## src/lls_pkg.sv

```systemverilog
package lls_pkg;

  // ----------------------------------------------------------------
  // Register map
  // ----------------------------------------------------------------
  localparam logic [7:0]  ADDR_CTRL          = 8'h00;
  localparam logic [7:0]  ADDR_STATUS        = 8'h04;
  localparam int          CTRL_BURST_EN_BIT  = 0;
  localparam int          CTRL_PHASE_EN_BIT  = 1;
  localparam logic [1:0]  CTRL_RESET         = 2'h3;
  localparam int          STAT_MODE_LSB      = 0;
  localparam int          STAT_SINGLE_BIT    = 3;
  localparam int          STAT_BROWNOUT_BIT  = 4;
  localparam int          STAT_HOLD_BIT      = 5;
  localparam int          STAT_STANDBY_BIT   = 6;
  localparam logic [1:0]  RESP_OKAY          = 2'h0;
  localparam logic [1:0]  RESP_SLVERR        = 2'h2;

  // ----------------------------------------------------------------
  // Sequencing and timing
  // ----------------------------------------------------------------
  localparam logic [2:0]  SOFT_LAST_STEP     = 3'h7;
  localparam logic [3:0]  ON_TIME_FULL       = 4'h8;
  localparam logic [3:0]  ON_TIME_NONE       = 4'h0;
  localparam logic [3:0]  PHASE_SHED_LAST    = 4'hd;
  localparam int          CLK_PERIOD_PS      = 4000;
  localparam int          BO_FILTER_TIME_US  = 100;
  localparam int          BO_HOLD_TIME_US    = 1000;
  localparam int          BO_FILTER_CYCLES   =
    (BO_FILTER_TIME_US * 1000000 + CLK_PERIOD_PS - 1) / CLK_PERIOD_PS;
  localparam int          BO_HOLD_CYCLES     =
    (BO_HOLD_TIME_US * 1000000 + CLK_PERIOD_PS - 1) / CLK_PERIOD_PS;

  // ----------------------------------------------------------------
  // Types
  // ----------------------------------------------------------------
  typedef enum logic [2:0] {
    LLS_FAULT, LLS_SOFTSTART, LLS_RUN, LLS_SOFT_OFF, LLS_BURST_STOP, LLS_SOFT_ON
  } lls_mode_e;

  typedef struct packed {
    logic comp_below_burst;
    logic comp_above_burst_hys;
    logic comp_below_phase_shed;
    logic comp_above_phase_shed_hys;
    logic phase_shed_below_burst;
    logic line_peak_high;
    logic output_sense_grounded;
    logic output_sense_deviates;
    logic output_sense_above_low;
    logic output_sense_above_95;
    logic line_below_brownout;
    logic comp_discharged;
    logic redundant_overvoltage_fault;
    logic supply_undervoltage_lockout;
    logic protection_fault;
    logic switch_cycle;
    logic line_half_cycle;
  } lls_sense_s;

  typedef struct packed {
    logic       gate_a_en;
    logic       gate_b_en;
    logic [3:0] on_time_eighths;
    logic       on_time_double;
    logic       comp_discharge;
    logic       softstart_high_current;
    logic       ea_high_gain;
    logic       burst_range_source_en;
    logic       brownout_hysteresis_sink;
    logic       standby;
  } lls_drive_s;

endpackage

```

## src/lls_sync.sv

```systemverilog
`timescale 1ns/1ps
module lls_sync #(
  parameter int WIDTH = 1
) (
  input  wire logic             aclk,
  input  wire logic             aresetn,
  input  wire logic [WIDTH-1:0] din,
  output logic      [WIDTH-1:0] dout
);

  logic [WIDTH-1:0] stage1;

  // ----------------------------------------------------------------
  // Two-flop synchroniser
  // ----------------------------------------------------------------
  always_ff @(posedge aclk)
  begin
    if (!aresetn)
    begin
      stage1 <= '0;
      dout   <= '0;
    end
    else
    begin
      stage1 <= din;
      dout   <= stage1;
    end
  end

endmodule

```

## src/lls_light_load_ctrl.sv

```systemverilog
`timescale 1ns/1ps
module lls_light_load_ctrl
  import lls_pkg::*;
#(
  parameter int BO_FILTER = lls_pkg::BO_FILTER_CYCLES,
  parameter int BO_HOLD   = lls_pkg::BO_HOLD_CYCLES,
  parameter int CNT_W     = 24
) (
  input  wire logic               aclk,
  input  wire logic               aresetn,
  input  wire lls_pkg::lls_sense_s sense_pins,
  output lls_pkg::lls_drive_s     drive,
  input  wire logic [7:0]         s_axi_awaddr,
  input  wire logic               s_axi_awvalid,
  output logic                    s_axi_awready,
  input  wire logic [31:0]        s_axi_wdata,
  input  wire logic [3:0]         s_axi_wstrb,
  input  wire logic               s_axi_wvalid,
  output logic                    s_axi_wready,
  output logic [1:0]              s_axi_bresp,
  output logic                    s_axi_bvalid,
  input  wire logic               s_axi_bready,
  input  wire logic [7:0]         s_axi_araddr,
  input  wire logic               s_axi_arvalid,
  output logic                    s_axi_arready,
  output logic [31:0]             s_axi_rdata,
  output logic [1:0]              s_axi_rresp,
  output logic                    s_axi_rvalid,
  input  wire logic               s_axi_rready
);

  import lls_pkg::*;

  localparam logic [CNT_W-1:0] FILT_LAST = CNT_W'(BO_FILTER - 1);
  localparam logic [CNT_W-1:0] HOLD_LAST = CNT_W'(BO_HOLD - 1);

  // ----------------------------------------------------------------
  // Input synchronisation and cycle ticks
  // ----------------------------------------------------------------
  lls_sense_s s;
  logic       sw_prev;
  logic       half_prev;
  logic       sw_tick;
  logic       half_tick;

  lls_sync #(.WIDTH($bits(lls_sense_s))) u_sync (
    .aclk    (aclk),
    .aresetn (aresetn),
    .din     (sense_pins),
    .dout    (s)
  );

  always_ff @(posedge aclk)
  begin
    if (!aresetn)
    begin
      sw_prev   <= 1'b0;
      half_prev <= 1'b0;
    end
    else
    begin
      sw_prev   <= s.switch_cycle;
      half_prev <= s.line_half_cycle;
    end
  end

  assign sw_tick   = s.switch_cycle & ~sw_prev;
  assign half_tick = s.line_half_cycle & ~half_prev;

  // ----------------------------------------------------------------
  // Register decode
  // ----------------------------------------------------------------
  function automatic logic [1:0] reg_sel(input logic [7:0] addr);
    if (addr[7:2] == ADDR_CTRL[7:2])
      return 2'h1;
    else if (addr[7:2] == ADDR_STATUS[7:2])
      return 2'h2;
    else
      return 2'h0;
  endfunction

  logic [1:0]  ctrl;
  logic [1:0]  next_ctrl;
  logic        aw_held, next_aw_held, w_held, next_w_held;
  logic [7:0]  aw_addr, next_aw_addr;
  logic [31:0] w_data, next_w_data;
  logic        w_strb0, next_w_strb0;
  logic        next_awready, next_wready, next_arready;
  logic        next_bvalid, next_rvalid;
  logic [1:0]  next_bresp, next_rresp;
  logic [31:0] next_rdata, status;

  lls_mode_e        mode, next_mode;
  logic             single, next_single;
  logic             bo, next_bo;
  logic [CNT_W-1:0] hold_cnt, next_hold_cnt;
  logic             hold_active;

  always_comb
  begin
    status = 32'h0;
    status[STAT_MODE_LSB +: 3] = mode;
    status[STAT_SINGLE_BIT]    = single;
    status[STAT_BROWNOUT_BIT]  = bo;
    status[STAT_HOLD_BIT]      = hold_active;
    status[STAT_STANDBY_BIT]   = s.output_sense_grounded;
  end

  // ----------------------------------------------------------------
  // AXI4-Lite slave
  // ----------------------------------------------------------------
  always_comb
  begin
    next_ctrl    = ctrl;
    next_aw_held = aw_held;
    next_aw_addr = aw_addr;
    next_w_held  = w_held;
    next_w_data  = w_data;
    next_w_strb0 = w_strb0;
    next_bvalid  = s_axi_bvalid;
    next_bresp   = s_axi_bresp;
    next_rvalid  = s_axi_rvalid;
    next_rdata   = s_axi_rdata;
    next_rresp   = s_axi_rresp;
    if (s_axi_bvalid && s_axi_bready)
      next_bvalid = 1'b0;
    if (s_axi_awvalid && s_axi_awready)
    begin
      next_aw_held = 1'b1;
      next_aw_addr = s_axi_awaddr;
    end
    if (s_axi_wvalid && s_axi_wready)
    begin
      next_w_held  = 1'b1;
      next_w_data  = s_axi_wdata;
      next_w_strb0 = s_axi_wstrb[0];
    end
    if (next_aw_held && next_w_held && !next_bvalid)
    begin
      next_aw_held = 1'b0;
      next_w_held  = 1'b0;
      next_bvalid  = 1'b1;
      next_bresp   = RESP_OKAY;
      case (reg_sel(next_aw_addr))
        2'h1:
        begin
          if (next_w_strb0)
            next_ctrl = next_w_data[1:0];
        end
        2'h2: next_bresp = RESP_OKAY;
        default: next_bresp = RESP_SLVERR;
      endcase
    end
    if (s_axi_rvalid && s_axi_rready)
      next_rvalid = 1'b0;
    if (s_axi_arvalid && s_axi_arready)
    begin
      next_rvalid = 1'b1;
      next_rresp  = RESP_OKAY;
      case (reg_sel(s_axi_araddr))
        2'h1: next_rdata = {30'h0, ctrl};
        2'h2: next_rdata = status;
        default:
        begin
          next_rdata = 32'h0;
          next_rresp = RESP_SLVERR;
        end
      endcase
    end
    next_awready = !next_aw_held && !next_bvalid;
    next_wready  = !next_w_held && !next_bvalid;
    next_arready = !next_rvalid;
  end

  always_ff @(posedge aclk)
  begin
    if (!aresetn)
    begin
      ctrl          <= CTRL_RESET;
      aw_held       <= 1'b0;
      aw_addr       <= 8'h00;
      w_held        <= 1'b0;
      w_data        <= 32'h0;
      w_strb0       <= 1'b0;
      s_axi_awready <= 1'b1;
      s_axi_wready  <= 1'b1;
      s_axi_arready <= 1'b1;
      s_axi_bvalid  <= 1'b0;
      s_axi_bresp   <= RESP_OKAY;
      s_axi_rvalid  <= 1'b0;
      s_axi_rdata   <= 32'h0;
      s_axi_rresp   <= RESP_OKAY;
    end
    else
    begin
      ctrl          <= next_ctrl;
      aw_held       <= next_aw_held;
      aw_addr       <= next_aw_addr;
      w_held        <= next_w_held;
      w_data        <= next_w_data;
      w_strb0       <= next_w_strb0;
      s_axi_awready <= next_awready;
      s_axi_wready  <= next_wready;
      s_axi_arready <= next_arready;
      s_axi_bvalid  <= next_bvalid;
      s_axi_bresp   <= next_bresp;
      s_axi_rvalid  <= next_rvalid;
      s_axi_rdata   <= next_rdata;
      s_axi_rresp   <= next_rresp;
    end
  end

  // ----------------------------------------------------------------
  // Brownout detection
  // ----------------------------------------------------------------
  logic [CNT_W-1:0] filt_cnt, next_filt_cnt;

  assign hold_active = bo && (hold_cnt != HOLD_LAST);

  always_comb
  begin
    next_bo       = bo;
    next_filt_cnt = filt_cnt;
    next_hold_cnt = hold_cnt;
    if (mode == LLS_BURST_STOP)
      next_filt_cnt = '0;
    else if (!bo)
    begin
      if (!s.line_below_brownout)
        next_filt_cnt = '0;
      else if (filt_cnt == FILT_LAST)
      begin
        next_bo       = 1'b1;
        next_filt_cnt = '0;
        next_hold_cnt = '0;
      end
      else
        next_filt_cnt = filt_cnt + 1'b1;
    end
    else if (hold_active)
      next_hold_cnt = hold_cnt + 1'b1;
    else if (!s.line_below_brownout)
      next_bo = 1'b0;
  end

  always_ff @(posedge aclk)
  begin
    if (!aresetn)
    begin
      bo       <= 1'b0;
      filt_cnt <= '0;
      hold_cnt <= '0;
    end
    else
    begin
      bo       <= next_bo;
      filt_cnt <= next_filt_cnt;
      hold_cnt <= next_hold_cnt;
    end
  end

  // ----------------------------------------------------------------
  // Mode sequencer
  // ----------------------------------------------------------------
  logic [2:0] step, next_step;
  logic       fault_any;

  assign fault_any = s.redundant_overvoltage_fault | bo | s.output_sense_grounded
                   | s.supply_undervoltage_lockout | s.protection_fault;

  always_comb
  begin
    next_mode = mode;
    next_step = step;
    case (mode)
      LLS_FAULT:
      begin
        if (!fault_any && s.comp_discharged)
          next_mode = LLS_SOFTSTART;
      end
      LLS_SOFTSTART:
      begin
        if (s.output_sense_above_95)
          next_mode = LLS_RUN;
      end
      LLS_RUN:
      begin
        if (ctrl[CTRL_BURST_EN_BIT] && s.comp_below_burst)
        begin
          next_mode = LLS_SOFT_OFF;
          next_step = 3'h0;
        end
      end
      LLS_SOFT_OFF:
      begin
        if (sw_tick)
        begin
          if (step == SOFT_LAST_STEP)
            next_mode = LLS_BURST_STOP;
          else
            next_step = step + 1'b1;
        end
      end
      LLS_BURST_STOP:
      begin
        if (s.comp_above_burst_hys)
        begin
          next_mode = LLS_SOFT_ON;
          next_step = 3'h0;
        end
      end
      LLS_SOFT_ON:
      begin
        if (sw_tick)
        begin
          if (step == SOFT_LAST_STEP)
            next_mode = LLS_RUN;
          else
            next_step = step + 1'b1;
        end
      end
      default: next_mode = LLS_FAULT;
    endcase
    if (fault_any)
      next_mode = LLS_FAULT;
  end

  always_ff @(posedge aclk)
  begin
    if (!aresetn)
    begin
      mode <= LLS_FAULT;
      step <= 3'h0;
    end
    else
    begin
      mode <= next_mode;
      step <= next_step;
    end
  end

  // ----------------------------------------------------------------
  // Phase management
  // ----------------------------------------------------------------
  logic [3:0] ps_cnt, next_ps_cnt;
  logic       soft_ramp;

  assign soft_ramp = (mode == LLS_SOFT_ON) || (mode == LLS_SOFT_OFF);

  always_comb
  begin
    next_single = single;
    next_ps_cnt = ps_cnt;
    if (mode == LLS_SOFTSTART || mode == LLS_FAULT)
    begin
      next_single = 1'b0;
      next_ps_cnt = 4'h0;
    end
    else if (soft_ramp && s.phase_shed_below_burst)
      next_single = 1'b1;
    else if (s.comp_below_burst)
      next_single = 1'b1;
    else if (s.comp_above_phase_shed_hys)
    begin
      next_single = 1'b0;
      next_ps_cnt = 4'h0;
    end
    else if (!s.comp_below_phase_shed || !ctrl[CTRL_PHASE_EN_BIT])
      next_ps_cnt = 4'h0;
    else if (!single && half_tick)
    begin
      if (ps_cnt == PHASE_SHED_LAST)
      begin
        next_single = 1'b1;
        next_ps_cnt = 4'h0;
      end
      else
        next_ps_cnt = ps_cnt + 1'b1;
    end
  end

  always_ff @(posedge aclk)
  begin
    if (!aresetn)
    begin
      single <= 1'b0;
      ps_cnt <= 4'h0;
    end
    else
    begin
      single <= next_single;
      ps_cnt <= next_ps_cnt;
    end
  end

  // ----------------------------------------------------------------
  // Output drive
  // ----------------------------------------------------------------
  lls_drive_s next_drive;
  logic       next_switching;

  always_comb
  begin
    next_switching = (next_mode == LLS_SOFTSTART) || (next_mode == LLS_RUN)
                   || (next_mode == LLS_SOFT_OFF) || (next_mode == LLS_SOFT_ON);
    next_drive = '0;
    next_drive.gate_a_en      = next_switching;
    next_drive.gate_b_en      = next_switching && !next_single;
    next_drive.on_time_double = next_switching && next_single;
    case (next_mode)
      LLS_SOFT_OFF: next_drive.on_time_eighths = ON_TIME_FULL - {1'b0, next_step};
      LLS_SOFT_ON:  next_drive.on_time_eighths = {1'b0, next_step} + 4'h1;
      LLS_RUN, LLS_SOFTSTART: next_drive.on_time_eighths = ON_TIME_FULL;
      default: next_drive.on_time_eighths = ON_TIME_NONE;
    endcase
    next_drive.comp_discharge         = next_mode == LLS_FAULT;
    next_drive.softstart_high_current = (next_mode == LLS_SOFTSTART)
                                      && !s.output_sense_above_low;
    next_drive.ea_high_gain           = s.output_sense_deviates;
    next_drive.burst_range_source_en  = s.line_peak_high;
    next_drive.brownout_hysteresis_sink = next_bo;
    next_drive.standby                = s.output_sense_grounded;
  end

  always_ff @(posedge aclk)
  begin
    if (!aresetn)
      drive <= '0;
    else
      drive <= next_drive;
  end

endmodule

```

## config.mk

```make
export PLATFORM = sky130hd
export DESIGN_NAME = lls_light_load_ctrl
export DESIGN_NICKNAME = d
export VERILOG_FILES = /design/src/lls_pkg.sv /design/src/lls_sync.sv /design/src/lls_light_load_ctrl.sv
export SDC_FILE = /design/constraint.sdc
export NUM_CORES = 1
export LEC_CHECK = 0
export BUFFER_PORTS_ARGS = -buffer_cell sky130_fd_sc_hd__buf_2
export CAP_MARGIN = 20
export CORE_UTILIZATION = 40
export DETAILED_ROUTE_END_ITERATION = 10
export GPL_ROUTABILITY_DRIVEN = 1
export SYNTH_ARGS = -nofsm -noshare
export SYNTH_HDL_FRONTEND = slang
export SYNTH_SLANG_ARGS = --single-unit
```

## constraint.sdc

```tcl
create_clock -name aclk -period 4.2 [get_ports aclk]
set_clock_uncertainty 0.05 [all_clocks]
set_input_delay 0.42 -clock aclk [delete_from_list [all_inputs] [get_ports aclk]]
set_output_delay 0.42 -clock aclk [all_outputs]
set_load 0.1 [all_outputs]
```

==> flow_summary.ini, run 1 <==
[run_status]
status = completed

[timing]
fin_crit_sh_pct = 59.9
max_freq_ghz = 0.397
totalNegativeSetupSlack_ns = 0
maxSlewViolCount = 0
min_period_ns = 2.52
whs_ns = 0.149
slew_headroom_pct = 27.5
setup_viol = 0
hold_violations = 0
setup_ws_ns = 1.68
tightest_slew_ns = 1.08
rsz0062_at_grt = false

[die]
core-area_sq_um = 14500
dieArea_sq_um = 15300
dieHeight_microns = 124
start_util_pct = 41.0
row_count = 44
die_w_microns = 124
ios = 130

[clock_tree]
cts_tree = built
cts.clk_slew.worst_paths_ns = 0.06
cts.sinks = 135
clock_latency_ns = 0.43
cts_resized = 0
numCtsBuffers = 17
postCtsHoldBufs = 0
cts_max_level = 4
cts-root-buf = clkbuf_16
cts_max_path_buffers = 2
cts_setup_buffers = 0

[layout]
area_growth_pct = 16.8
fillCellCount = 1368
multi_input_area_sq_um = 2950
drive_gt1_share_pct = 16.0
seq_area_sq_um = 2700
fin_nets = 812
diodes = 0
fin_area_sq_um = 6930

[critical_path]
reg2reg_depth = 4
worst-setup-path-type = register to register
r2r-end = hold_cnt[20]
path_max_fanout = 23
critPathArrivalTime_ns = 2.83
start_kind = register
critPathRequiredTime_ns = 4.51
end_kind = register
r2r_setup_slack_ns = 1.68
timing.rr.start = drive[1]

[pwr]
power_density_nw_per_um2 = 473
power_w = 0.00328
ir_worst_vdd_uv = 270
p_leak_nw = 2.70

[synth]
synthTopCellsByCount = 135 x dfxtp_1, 68 x nor2_1, 48 x a21oi_1, 48 x and2_1, 44 x nand2_1
avgSynthCellArea_sq_um = 8.93
synth_top_area_share_pct = 45.5
ys_seq_elements = 135
synth_area_sq_um = 5940
synth_edf_count = 0
syn_inst = 665
yosys.cell_types.count = 69
synthArstFlopShare_pct = 0
yosysTopAreaCell = dfxtp_1
yosysMostFrequentCell = dfxtp_1
yosysSeqAreaShare_pct = 45.5
yosys_warnings = 0
synth_ff_type = dfxtp_1
yosys-top-cells-area = dfxtp_1 46%, and2_1 5.1%, nor2_1 4.3%, a21oi_1 4.0%, buf_4 3.7%

[drt]
antenna_left = 0
drtIter0Drc = 274
wl_per_cell_microns = 13.6
wl_microns = 12600
drtPass1Iterations = 4
routed-via-count = 4800
vias_per_cell = 5.18
route.detailed.drc = 0

[place]
io_buffers = 65
globalplace.congestion = 0.851
pre_cts_slack_ns = 1.71
dpl.hpwl_microns = 8860
dpl_cell_area_sq_um = 6310

[job]
cap_viol_max_count = 0

[min_path]
hold_path_end = u_sync.stage1[3]
hold_class = input pin to register
hp-start = sense_pins[3]
holdPathStages = 2

[grt]
grt_start_max_net_pins = 51
grt_pass1_wl_microns = 21400
antenna_found_initial = 0
grt_overflow_total = 0
groute.usage.overall_pct = 17.9
first_global_vias = 4526
[kinds of logic (layout without fill, tap and decap cells)]
logic type | count (synthesis) | in the layout | share of synthesized area (%)
buf+inv | 69 | 120 | 6.47
flops | 135 | 135 | 45.5
compound gates | 123 | 123 | 13.0
xor+xnor | 28 | 28 | 4.13
simple gates | 293 | 293 | 27.7
other cells | 1 | 27 | 0.0632
fa+ha+maj | 7 | 7 | 1.48
mux | 9 | 9 | 1.58
[cell usage in the layout (no fill, tap or decap), drive strengths merged, types with 3 or more instances in the layout]
cell / Yosys / final
inv: 18 / 21
nor4b: 3 / 3
a211oi: 5 / 5
xor2: 11 / 11
or3: 14 / 14
nand2: 44 / 44
nand4: 18 / 18
nor4: 12 / 12
nand2b: 5 / 5
xnor2: 17 / 17
nor2: 69 / 69
ha: 7 / 7
a31oi: 4 / 4
and4b: 3 / 3
nand3b: 3 / 3
and4: 3 / 3
or4: 4 / 4
conb: 1 / 27
nand3: 22 / 22
buf: 36 / 69
and3: 11 / 11
mux2i: 6 / 6
a21o: 4 / 4
nand4b: 3 / 3
nor3b: 5 / 5
nor2b: 6 / 6
o21ai: 32 / 32
bufinv: 0 / 4
a22oi: 8 / 8
dfxtp: 135 / 135
a41oi: 3 / 3
a21oi: 50 / 50
clkinv: 1 / 6
and2: 48 / 48
clkbuf: 14 / 18
mux2: 3 / 3
nor3: 15 / 15
[critical path, stage by stage, from the launching register on]
cell	delay (ns)
dfxtp_1	0.94
o21ai_1	0.64
a2111oi_4	0.54
nand4_1	0.14
a21oi_1	0.15
[metal layers]
layer	global-route usage, %	up-vias	share of wire (%)
met5	0	-	0
met4	7.00	0	1.2
met3	5.45	12	4.3
met2	28.4	94	47
met1	22.6	2278	47
li1	-	2416	-
[per-stage QoR]
stage | util, % | cells
2_1_floorplan | - | 691
3_3_place_gp | 43.6 | 894
3_5_place_dp | 43.6 | 894
4_1_cts | 47.9 | 926
5_1_grt | 47.9 | 926
6_report | 47.9 | 926
[sequential cells by signal, indices dropped and copies added, names as in the netlist, 2 cells and up]
signal / count
aw_addr: 6
ctrl: 2
drive: 13
filt_cnt: 24
hold_cnt: 24
mode: 3
ps_cnt: 4
s_axi_rdata: 7
step: 3
u_sync.dout: 17
u_sync.stage1: 17
w_data: 2
[area by class of cell]
class,instances,area share (%)
multi-input cells,487,42.5
inverters,19,1.03
flip-flops and latches,135,39.0
clock inverters,14,2.85
clock buffers,18,6.19
well taps,184,3.32
repair buffers,69,5.13
[worst max-delay path by stage]
stage	startpoint	endpoint	cells after the start	slack [ns]
2_1_floorplan	s_axi_awready	ctrl[1]	6	1.79
3_3_place_gp	drive[1]	drive[7]	5	1.76
3_5_place_dp	drive[1]	drive[7]	5	1.71
4_1_cts	drive[1]	drive[7]	5	1.68
5_1_grt	drive[1]	hold_cnt[20]	4	1.51
6_report	drive[1]	hold_cnt[20]	4	1.68
[power breakdown]
group          switching [W]  internal (W)  leakage [nW]
combinational       0.000291     0.0000652          1.30
clock               0.000581      0.000998         0.301
sequential         0.0000211       0.00133          1.10
total               0.000893       0.00239          2.70
(Power assumes the default switching activity.)
==> run 2: changes to the inputs <==
==> constraint.sdc (replaced) <==
create_clock -name aclk -period 2.5 [get_ports aclk]
set_clock_uncertainty 0.05 [all_clocks]
set_input_delay 0.25 -clock aclk [delete_from_list [all_inputs] [get_ports aclk]]
set_output_delay 0.25 -clock aclk [all_outputs]
set_load 0.1 [all_outputs]
==> flow_summary.ini, run 2 (synthesis results as in run 1) <==
[die]
dieHeight_microns = 124
start_util_pct = 41.0
core-area_sq_um = 14500
ios = 130
dieArea_sq_um = 15300
die_w_microns = 124
row_count = 44

[pwr]
power_density_nw_per_um2 = 751
clock_power_share_pct = 45.9
netSwitchingPower_w = 0.00150
p_int_w = 0.00383
netSwitchingFraction_pct = 28.2
ir_worst_vdd_uv = 443
power_w = 0.00533
p_comb_share_pct = 11.7
p_seq_share_pct = 42.4
p_leak_nw = 2.79

[timing]
setup_viol = 0
maxSlewViolCount = 0
totalNegativeSetupSlack_ns = 0
fin_crit_sh_pct = 88.7
hold_violations = 0
slew_headroom_pct = 49.1
rsz0062_at_grt = false
max_freq_ghz = 0.451
min_period_ns = 2.22
tightest_slew_ns = 0.757
setup_ws_ns = 0.283

[grt]
grt_overflow_total = 0
antenna_found_initial = 0
groute.usage.overall_pct = 18.5
grt_pass1_wl_microns = 21900
grt_start_max_net_pins = 46
first_global_vias = 4628

[clock_tree]
cts_tree = built
cts_max_path_buffers = 2
clock_latency_ns = 0.42
numCtsBuffers = 17
cts_max_level = 4
cts.sinks = 135
cts-root-buf = clkbuf_16
cts.clk_slew.worst_paths_ns = 0.06

[drt]
routed-via-count = 4861
route.detailed.drc = 0
antenna_left = 0
wl_per_cell_microns = 13.8
vias_per_cell = 5.12
wl_microns = 13100
drtPass1Iterations = 7
drtIter0Drc = 320

[layout]
diodes = 0
fin_nets = 836
fillCellCount = 1367
area_growth_pct = 19.7
drive_gt1_share_pct = 16.5
final_common_cell = dfxtp_1
reg_top3 = filt_cnt (24), hold_cnt (24)
final_cell_mix = 134 x dfxtp_1, 68 x nor2_1, 65 x buf_2, 48 x a21oi_1, 48 x and2_1

[critical_path]
r2r-end = hold_cnt[22]
reg2reg_depth = 6
cp-endpoint = hold_cnt[22]
end_kind = register
critPathArrivalTime_ns = 2.52
path_max_fanout = 15
timing.rr.start = mode[0]
start_kind = register
critPathRequiredTime_ns = 2.81
crit_path_start = mode[0]
worst-setup-path-type = register to register
r2r_setup_slack_ns = 0.28

[place]
globalplace.congestion = 0.855
pre_cts_slack_ns = 0.271
io_buffers = 65
dpl.hpwl_microns = 9080

[job]
cap_viol_max_count = 0

[min_path]
holdPathStages = 3
hold_class = input pin to register

[run_status]
status = completed
==> run 2: changes by cell type in the layout (fill, tap and decap cells not counted) <==
cell and delta:
buf_4 +7, bufinv_16 -2, clkinv_4 +1, clkinvlp_4 -1, dfxtp_1 -1, dfxtp_2 +1, dlygate4sd3_1 +17, inv_6 +1
==> run 2: layout make-up <==
class                      instances  area [sq um]  area share (%)
timing repair buffer              93           578            8.13
multi-input combinational        487          2950            41.5
tap                              184           230            3.24
clock inverter                    13           148            2.08
inverter                          19          71.3            1.00
clock buffer                      18           429            6.04
sequential                       135          2700            38.0
==> run 2: timing repair <==
action | CTS | global route
endpoints found under the setup margin | 0 | 1
hold buffers | 17 | 0
gates resized for setup | 0 | 1
setup buffers | 0 | 0
endpoints found under the hold margin | 17 | 0
==> run 2: worst min-delay path by stage <==
| stage | from | to | slack [ns] |
|---|---|---|---|
| after CTS | s_axi_awaddr[5] | aw_addr[5] | 0.02 |
| after detailed placement | u_sync.dout[8] | drive[4] | 0.34 |
| after floorplan | u_sync.dout[8] | drive[4] | 0.33 |
| final | s_axi_awaddr[5] | aw_addr[5] | 0.03 |
| after global placement | u_sync.dout[8] | drive[4] | 0.35 |
| after global routing | s_axi_awaddr[5] | aw_addr[5] | 0.03 |
==> run 2: layer usage <==
metal	part of all wire [%]	vias up	global-route usage (%)
met3	4.0	24	4.17
li1	-	2466	-
met4	2.3	0	9.19
met5	0	-	0
met1	48	2261	23.5
met2	46	110	29.5
==> run 2: metrics by stage <==
stage | hold slack [ns] | utilization, % | instances | cell area (sq um)
final | 0.0272 | 49.1 | 949 | 7110
after floorplan | 0.325 | - | 691 | 6030
after CTS | 0.0159 | 49.1 | 949 | 7110
after detailed placement | 0.342 | 43.9 | 901 | 6360
after global routing | 0.0307 | 49.1 | 949 | 7110
after global placement | 0.348 | 43.9 | 901 | 6360
==> run 2: power groups by stage <==
stage	clock, W	combinational [W]	sequential [W]
5_1_grt	0.00259	0.000661	0.00227
3_3_place_gp	0	0.000599	0.00231
4_1_cts	0.00249	0.000626	0.00226
2_1_floorplan	0	0.000360	0.00248
6_report	0.00245	0.000624	0.00226
3_5_place_dp	0	0.000605	0.00231
==> run 2: worst max-delay path: stages (launching register included) <==
cell and delay, ns:
dfxtp_1 0.63, inv_1 0.17, nand2b_1 0.24, and3_1 0.33, o2111ai_2 0.21, or3_1 0.37, a21oi_2 0.14
